$ cat src/dual_watchdog_pkg.sv
// constants shared by the dual watchdog system
`default_nettype none
package dual_watchdog_pkg;

	////////////////////////////////////////////////////////////////////////
	// reference clock
	localparam int REF_CLK_HZ          = 25_000_000;
	localparam int REF_CLK_MHZ         = REF_CLK_HZ / 1_000_000;

	////////////////////////////////////////////////////////////////////////
	// windowed watchdog timing
	localparam int WIN_MIN_TIMEOUT_NS  = 75_000;
	localparam int WIN_MAX_TIMEOUT_NS  = 64_000_000;
	// one counter step equals the shortest timeout, rounded up to cycles
	localparam int WIN_TICK_CYCLES     =
		(WIN_MIN_TIMEOUT_NS * REF_CLK_MHZ + 999) / 1000;
	localparam int WIN_PRE_W           = 11;
	localparam int WIN_CNT_W           = 10;
	// timeout is (reload + 1) steps, longest rounded down
	localparam int WIN_MAX_STEPS       =
		WIN_MAX_TIMEOUT_NS / WIN_MIN_TIMEOUT_NS;
	localparam logic [WIN_CNT_W-1:0] WIN_MAX_RELOAD =
		WIN_CNT_W'(WIN_MAX_STEPS - 1);
	// window threshold out of reset: every refresh is in window
	localparam logic [WIN_CNT_W-1:0] WIN_WINDOW_RST = 10'h3ff;

	////////////////////////////////////////////////////////////////////////
	// independent watchdog timing, counted in oscillator periods
	localparam int LSI_HZ              = 128_000;
	localparam int LSI_KHZ             = LSI_HZ / 1000;
	localparam int IND_MIN_TIMEOUT_US  = 60;
	localparam int IND_MAX_TIMEOUT_US  = 1_000_000;
	localparam int IND_CNT_W           = 17;
	localparam logic [IND_CNT_W-1:0] IND_MIN_RELOAD =
		IND_CNT_W'((IND_MIN_TIMEOUT_US * LSI_KHZ + 999) / 1000);
	localparam logic [IND_CNT_W-1:0] IND_MAX_RELOAD =
		IND_CNT_W'((IND_MAX_TIMEOUT_US / 1000) * LSI_KHZ);

endpackage : dual_watchdog_pkg
`default_nettype wire

$ cat src/dual_watchdog_system.sv
// dual watchdog system: windowed and independent watchdogs, one reset out
//
// Overview of operation
// - two independent watchdogs, either one able to request a device reset.
// - each watchdog starts from its option bit at boot or a software start.
// - once active, no software write disables it; only reset clears it.
// - windowed watchdog resets on timeout; timeout spans 75 us to 64 ms.
// - refresh while counter is not yet below window threshold resets.
// - independent watchdog counts on the 128 kHz low speed oscillator.
// - independent watchdog timeout spans 60 us up to 1 s.
`default_nettype none
module dual_watchdog_system
	import dual_watchdog_pkg::*;
#(
	parameter int WIN_TICK = WIN_TICK_CYCLES
) (
	input  wire logic                 i_ref_clk,
	input  wire logic                 i_rst_n,
	input  wire logic                 i_win_opt_en,
	input  wire logic                 i_ind_opt_en,
	input  wire logic                 i_win_start,
	input  wire logic                 i_win_refresh,
	input  wire logic [WIN_CNT_W-1:0] i_win_reload,
	input  wire logic                 i_win_window_wr,
	input  wire logic [WIN_CNT_W-1:0] i_win_window,
	input  wire logic                 i_ind_start,
	input  wire logic                 i_ind_refresh,
	input  wire logic [IND_CNT_W-1:0] i_ind_reload,
	input  wire logic                 i_low_speed_internal_osc,
	output logic                      o_wdg_reset,
	output logic                      o_win_active,
	output logic                      o_ind_active,
	output logic [WIN_CNT_W-1:0]      o_win_count,
	output logic                      o_win_fired,
	output logic                      o_ind_fired
);

	////////////////////////////////////////////////////////////////////////
	// helpers

	function automatic logic [WIN_CNT_W-1:0] win_clamp(
		input logic [WIN_CNT_W-1:0] v
	);
		win_clamp = (v > WIN_MAX_RELOAD) ? WIN_MAX_RELOAD : v;
	endfunction : win_clamp

	function automatic logic [IND_CNT_W-1:0] ind_clamp(
		input logic [IND_CNT_W-1:0] v
	);
		if (v < IND_MIN_RELOAD)
			ind_clamp = IND_MIN_RELOAD;
		else if (v > IND_MAX_RELOAD)
			ind_clamp = IND_MAX_RELOAD;
		else
			ind_clamp = v;
	endfunction : ind_clamp

	localparam logic [WIN_PRE_W-1:0] WIN_PRE_LAST = WIN_PRE_W'(WIN_TICK - 1);

	logic                 boot_reg;
	logic                 win_active_reg;
	logic                 ind_active_reg;
	logic [WIN_PRE_W-1:0] win_pre_reg;
	logic [WIN_CNT_W-1:0] win_cnt_reg;
	logic [WIN_CNT_W-1:0] win_window_reg;
	logic [IND_CNT_W-1:0] ind_cnt_reg;
	logic                 lsi_meta_reg;
	logic                 lsi_sync_reg;
	logic                 lsi_prev_reg;
	logic                 win_fired_reg;
	logic                 ind_fired_reg;
	logic                 reset_reg;
	logic                 win_tick;
	logic                 win_early;
	logic                 win_fire;
	logic                 lsi_edge;
	logic                 ind_fire;

	////////////////////////////////////////////////////////////////////////
	// activation: option bits are taken in the first cycle after release

	always_ff @(posedge i_ref_clk) begin
		if (!i_rst_n)
			boot_reg <= 1'b0;
		else
			boot_reg <= 1'b1;
	end

	always_ff @(posedge i_ref_clk) begin
		if (!i_rst_n) begin
			win_active_reg <= 1'b0;
			ind_active_reg <= 1'b0;
		end else begin
			if ((!boot_reg && i_win_opt_en) || i_win_start)
				win_active_reg <= 1'b1;
			if ((!boot_reg && i_ind_opt_en) || i_ind_start)
				ind_active_reg <= 1'b1;
		end
	end

	////////////////////////////////////////////////////////////////////////
	// windowed watchdog

	assign win_tick  = (win_pre_reg == WIN_PRE_LAST);
	// refresh too early
	// equal to the threshold is not yet below it, so it counts as early
	assign win_early = win_active_reg && i_win_refresh
		&& (win_cnt_reg >= win_window_reg);
	assign win_fire  = win_early || (win_active_reg && !i_win_refresh
		&& win_tick && (win_cnt_reg == '0));

	always_ff @(posedge i_ref_clk) begin
		if (!i_rst_n)
			win_window_reg <= WIN_WINDOW_RST;
		else if (i_win_window_wr)
			win_window_reg <= i_win_window;
	end

	// a refresh restarts the step divider so timeouts stay exact
	always_ff @(posedge i_ref_clk) begin
		if (!i_rst_n)
			win_pre_reg <= '0;
		else if (!win_active_reg || i_win_refresh || i_win_start || win_tick)
			win_pre_reg <= '0;
		else
			win_pre_reg <= win_pre_reg + 1'b1;
	end

	always_ff @(posedge i_ref_clk) begin
		if (!i_rst_n)
			win_cnt_reg <= WIN_MAX_RELOAD;
		else if (i_win_start || (win_active_reg && i_win_refresh))
			win_cnt_reg <= win_clamp(i_win_reload);
		else if (win_active_reg && win_tick && win_cnt_reg != '0)
			win_cnt_reg <= win_cnt_reg - 1'b1;
	end

	////////////////////////////////////////////////////////////////////////
	// independent watchdog
	// the oscillator is sampled, so the reference clock must keep running;
	// a real part would run this counter on the oscillator itself

	always_ff @(posedge i_ref_clk) begin
		if (!i_rst_n) begin
			lsi_meta_reg <= 1'b0;
			lsi_sync_reg <= 1'b0;
			lsi_prev_reg <= 1'b0;
		end else begin
			lsi_meta_reg <= i_low_speed_internal_osc;
			lsi_sync_reg <= lsi_meta_reg;
			lsi_prev_reg <= lsi_sync_reg;
		end
	end

	assign lsi_edge = lsi_sync_reg && !lsi_prev_reg;
	assign ind_fire = ind_active_reg && !i_ind_refresh && !i_ind_start
		&& lsi_edge && (ind_cnt_reg == IND_CNT_W'(1));

	always_ff @(posedge i_ref_clk) begin
		if (!i_rst_n)
			ind_cnt_reg <= IND_MAX_RELOAD;
		else if (i_ind_start || (ind_active_reg && i_ind_refresh))
			ind_cnt_reg <= ind_clamp(i_ind_reload);
		else if (ind_active_reg && lsi_edge && ind_cnt_reg > IND_CNT_W'(1))
			ind_cnt_reg <= ind_cnt_reg - 1'b1;
	end

	////////////////////////////////////////////////////////////////////////
	// reset request

	always_ff @(posedge i_ref_clk) begin
		if (!i_rst_n) begin
			win_fired_reg <= 1'b0;
			ind_fired_reg <= 1'b0;
			reset_reg     <= 1'b0;
		end else begin
			if (win_fire)
				win_fired_reg <= 1'b1;
			if (ind_fire)
				ind_fired_reg <= 1'b1;
			if (win_fire || ind_fire)
				reset_reg <= 1'b1;
		end
	end

	assign o_wdg_reset  = reset_reg;
	assign o_win_active = win_active_reg;
	assign o_ind_active = ind_active_reg;
	assign o_win_count  = win_cnt_reg;
	assign o_win_fired  = win_fired_reg;
	assign o_ind_fired  = ind_fired_reg;

	////////////////////////////////////////////////////////////////////////
	// checks

	a_win_stays_on: assert property (
		@(posedge i_ref_clk) disable iff (!i_rst_n)
		win_active_reg |=> win_active_reg)
		else $error("windowed watchdog left active state");

	a_ind_stays_on: assert property (
		@(posedge i_ref_clk) disable iff (!i_rst_n)
		ind_active_reg |=> ind_active_reg)
		else $error("independent watchdog left active state");

	a_boot_option: assert property (
		@(posedge i_ref_clk) disable iff (!i_rst_n)
		(!boot_reg && i_win_opt_en && i_ind_opt_en)
		|=> (win_active_reg && ind_active_reg))
		else $error("option bits did not start watchdogs");

	a_sw_start_ind: assert property (
		@(posedge i_ref_clk) disable iff (!i_rst_n)
		i_ind_start |=> ind_active_reg)
		else $error("software start ignored");

	a_win_timeout: assert property (
		@(posedge i_ref_clk) disable iff (!i_rst_n)
		(win_active_reg && win_cnt_reg == '0 && !i_win_refresh
		 && !i_win_start && win_tick) |=> (o_wdg_reset && o_win_fired))
		else $error("windowed timeout did not reset");

	a_win_range: assert property (
		@(posedge i_ref_clk) disable iff (!i_rst_n)
		win_active_reg |-> (win_cnt_reg <= WIN_MAX_RELOAD))
		else $error("windowed count beyond longest timeout");

	a_win_early: assert property (
		@(posedge i_ref_clk) disable iff (!i_rst_n)
		(win_active_reg && i_win_refresh && win_cnt_reg >= win_window_reg)
		|=> o_win_fired)
		else $error("early refresh not punished");

	a_win_in_window: assert property (
		@(posedge i_ref_clk) disable iff (!i_rst_n)
		(win_active_reg && !win_fired_reg && i_win_refresh && !i_win_start
		 && win_cnt_reg < win_window_reg && !ind_fire && !reset_reg)
		|=> !o_wdg_reset)
		else $error("in-window refresh caused reset");

	a_ind_fire: assert property (
		@(posedge i_ref_clk) disable iff (!i_rst_n)
		(ind_active_reg && lsi_sync_reg && !lsi_prev_reg
		 && ind_cnt_reg == IND_CNT_W'(1) && !i_ind_refresh && !i_ind_start)
		|=> (o_ind_fired && o_wdg_reset))
		else $error("independent timeout did not reset");

	a_ind_range: assert property (
		@(posedge i_ref_clk) disable iff (!i_rst_n)
		ind_active_reg |-> (ind_cnt_reg >= IND_CNT_W'(1)
		&& ind_cnt_reg <= IND_MAX_RELOAD))
		else $error("independent count out of range");

	a_ind_isolated: assert property (
		@(posedge i_ref_clk) disable iff (!i_rst_n)
		(!lsi_edge && !i_ind_refresh && !i_ind_start)
		|=> $stable(ind_cnt_reg))
		else $error("independent counter moved without its own cause");

	a_reset_hold: assert property (
		@(posedge i_ref_clk) disable iff (!i_rst_n)
		$rose(o_wdg_reset) |-> ($past(win_fire) || $past(ind_fire))
		##1 o_wdg_reset)
		else $error("reset out without cause or too short");

endmodule : dual_watchdog_system
`default_nettype wire

$ cat config.mk
export PLATFORM = sky130hd
export DESIGN_NAME = dual_watchdog_system
export DESIGN_NICKNAME = d
export VERILOG_FILES = /design/src/dual_watchdog_pkg.sv /design/src/dual_watchdog_system.sv
export SDC_FILE = /design/constraint.sdc
export NUM_CORES = 1
export LEC_CHECK = 0
export BUFFER_PORTS_ARGS = -buffer_cell sky130_fd_sc_hd__buf_2
export CORE_MARGIN = 1.5
export CORE_UTILIZATION = 50
export DETAILED_ROUTE_END_ITERATION = 16
export PLACE_DENSITY = 0.73
export SETUP_SLACK_MARGIN = 0.15
export SLEW_MARGIN = 10
export SYNTH_ARGS = -nofsm -noshare
export SYNTH_HDL_FRONTEND = slang
export SYNTH_SLANG_ARGS = --single-unit
$ cat constraint.sdc
create_clock -name i_ref_clk -period 6.16 [get_ports i_ref_clk]
set_clock_uncertainty 0.1 [all_clocks]
set_input_delay 0.308 -clock i_ref_clk [delete_from_list [all_inputs] [get_ports i_ref_clk]]
set_output_delay 0.308 -clock i_ref_clk [all_outputs]
set_load 0.01 [all_outputs]
==> flow_summary.yaml <==
power:
  seqPwrFrac: 0.478
  power_frac_clock: 0.356
  peakVddDrop_mv: 0.160
  p_per_area_mw_per_mm2: 239
  leakage_nw: 1.50
  intPower_mw: 0.623
  power_frac_comb: 0.165
  swShare: 0.286
  switchingPower_mw: 0.250
yosys:
  synth_area_per_cell_sq_um: 8.52
  synth.most_common_cell: "dfxtp_1"
  yosysUniqueCellTypes: 61
  synth_async_sr_flop_share: 0
  synth-edff-count: 0
  seq_area_frac_synth: 0.365
  synth_warnings: 0
  yosysTopAreaCellShare: 0.365
  synth_top_area_cell: "dfxtp_1"
  netlist_instances: 367
  synth.area.top_cells: "dfxtp_1 (37%), ha_1 (6.0%), a21oi_1 (4.0%), nor2_1 (3.7%), xnor2_1 (3.4%)"
  syn-num-nets: 429
  syn_area_sq_mm: 0.00313
  ys_ff_latch: 57
  synth-main-ff-cell: "dfxtp_1"
  synth_commonest_cells: "dfxtp_1 (57), nor2_1 (31), nand2_1 (27), a21oi_1 (25), inv_1 (18)"
placement:
  gp_congestion: 0.867
  portBuffers: 61
  dpl.hpwl_um: 5720
clock_tree:
  root_buffer: "clkbuf_8"
  cts_setup_buffers: 0
  insertion_delay_ps: 340
  cts-resized-gates: 0
  cts_tree: "done"
  cts_max_path_buffers: 2
  cts_htree_levels: 3
  holdBufCountCts: 0
  clk_pin_slew_ps: 60
  cts.sinks: 57
  cts_buffers: 9
global_route:
  antenna_found_initial: 0
  grt_start_max_net_pins: 41
  overflow: 0
  gr-usage-all-layers: 0.254
  grt_pass1_wl_um: 13000
  grt_pass1_vias: 2884
min_path:
  holdCritStartpoint: "i_low_speed_internal_osc"
  hp-class: "input pin to flip-flop"
  holdPathStages: 2
  hold_end: "lsi_meta_reg"
floorplanning:
  die_area_sq_mm: 0.00673
  die_w_um: 82.1
  io_pins: 62
  core_sq_mm: 0.00599
  die_y_um: 82.1
  row_count: 28
  start_util: 0.522
layout:
  fin_util: 0.610
  syn_to_final_growth_pct: 16.9
  fin_nets: 490
  largest_reg_flops: 17
  n_antenna_cell: 0
  drive_gt1_frac: 0.212
routing:
  drt_iter0_drc: 184
  wirelength_um: 7770
  routed_via_density: 6.01
  wire_per_inst_um: 15.3
  vias: 3052
  drtAntennaViolNets: 0
  first_pass_iters: 4
  route.detailed.drc: 0
timing:
  tightest_slew_ps: 1010
  rsz0062_at_grt: "false"
  finalCriticalPeriod_ps: 2650
  maxSlewViolCount: 0
  clock.fmax_mhz: 378
  finalSetupTns_ps: 0
  hold_viol: 0
  setup_violations: 0
  fin_crit_sh: 0.430
  maxSlewHeadroom: 0.325
worst_setup_path:
  crit_path_start_kind: "flip-flop"
  worst-endpoint-required_ps: 6260
  cp_cell_sequence: "inv_1 -> ha_1 -> or4b_2 -> nor3_2 -> nor2_1 -> a2111oi_0 -> a311oi_1"
  cp_slowest_stage_delay_ps: 640
  slowest_stage: "or4b_2"
  reg2reg_to: "o_win_count[8]"
  rr_startpoint: "o_win_count[0]"
  r2r_cells: 7
  r2r_slack_ps: 3510
  crit_fanout: 9
  path_class: "flip-flop to flip-flop"
  cp-end-kind: "flip-flop"
  cp.arrival_ps: 2750
run:
  maxCapViolations: 0
status:
  outcome: "finished clean"
## kinds of logic (layout without fill, tap and decap cells)
logic type,count (synthesis),count (layout),synth area share
fa+ha+maj,15,15,0.0600
flops,57,57,0.365
xor+xnor,24,24,0.0673
compound gates,94,94,0.206
simple gates,145,145,0.257
buf+inv,30,96,0.0384
mux,2,2,0.00681
## critical path: cells and delay by family (launching register included)
| family | cells | cell delay [ps] |
|---|---|---|
| buffers and inverters | 1 | 90 |
| AOI/OAI and AO/OA | 2 | 520 |
| and+or+nand+nor | 3 | 1300 |
| adders and majority gates | 1 | 180 |
| DFF | 1 | 340 |
## cell type report
cell class,count,area [sq um]
fillers,563,2340
multi-input cells,280,1860
flip-flops and latches,57,1140
repair buffers,62,313
clock buffers,13,159
well taps,75,93.8
inverters,18,67.6
clock inverters,3,15.0
## power groups by stage
stage	Clock [mW]	Sequential [mW]	Combinational [mW]
2_1_floorplan	0	0.419	0.0962
3_3_place_gp	0	0.424	0.140
3_5_place_dp	0	0.425	0.143
4_1_cts	0.318	0.417	0.144
5_1_grt	0.333	0.421	0.165
6_report	0.311	0.418	0.144
## per-stage QoR
stage | cell area [sq um] | instances | hold slack [ps] | power [mW] | setup WS [ps]
6_report | 3650 | 508 | 73.2 | 0.873 | 3510
5_1_grt | 3650 | 508 | 79.6 | 0.918 | 3330
4_1_cts | 3650 | 508 | 55.7 | 0.879 | 3550
3_5_place_dp | 3480 | 492 | 320 | 0.568 | 3580
3_3_place_gp | 3480 | 492 | 321 | 0.564 | 3660
2_1_floorplan | 3130 | 367 | 236 | 0.516 | 3730
## metal layers
layer / vias to the layer above / routed length (um) / global-route usage
li1: 1495 / - / -
met1: 1439 / 3470 / 0.309
met2: 99 / 3650 / 0.417
met3: 19 / 431 / 0.0656
met4: 0 / 213 / 0.117
met5: - / 0 / 0
## worst max path at each step
stage | cells after the start | start | to
after floorplan | 7 | o_win_count[0] | o_win_count[8]
after global placement | 7 | o_win_count[0] | o_win_count[8]
after detailed placement | 7 | o_win_count[0] | o_win_count[8]
after CTS | 7 | o_win_count[0] | o_win_count[8]
after global routing | 7 | o_win_count[0] | o_win_count[8]
final | 7 | o_win_count[0] | o_win_count[8]
## placed cells by master, fill, tap and decap left out, types with 3 or more instances in the layout
cell type / netlist / layout
a211oi_1: 4 / 4
a21oi_1: 25 / 25
a22oi_1: 5 / 5
a31oi_1: 3 / 3
and2_1: 4 / 4
and3_1: 4 / 4
buf_2: 0 / 61
clkbuf_8: 0 / 11
clkinv_2: 0 / 3
dfxtp_1: 57 / 57
ha_1: 15 / 15
inv_1: 18 / 18
nand2_1: 27 / 27
nand2b_1: 5 / 5
nand3_1: 14 / 14
nand4_1: 6 / 6
nor2_1: 31 / 31
nor3_1: 11 / 11
nor4_1: 12 / 12
nor4b_1: 3 / 3
o211ai_1: 11 / 11
o21ai_0: 14 / 14
o2bb2ai_1: 4 / 4
o311a_1: 3 / 3
o31ai_1: 3 / 3
or3_1: 4 / 4
or4_1: 3 / 3
or4_4: 3 / 3
or4b_2: 4 / 4
xnor2_1: 12 / 12
xor2_1: 12 / 12
No activity file was read; power rests on OpenSTA's default activity.
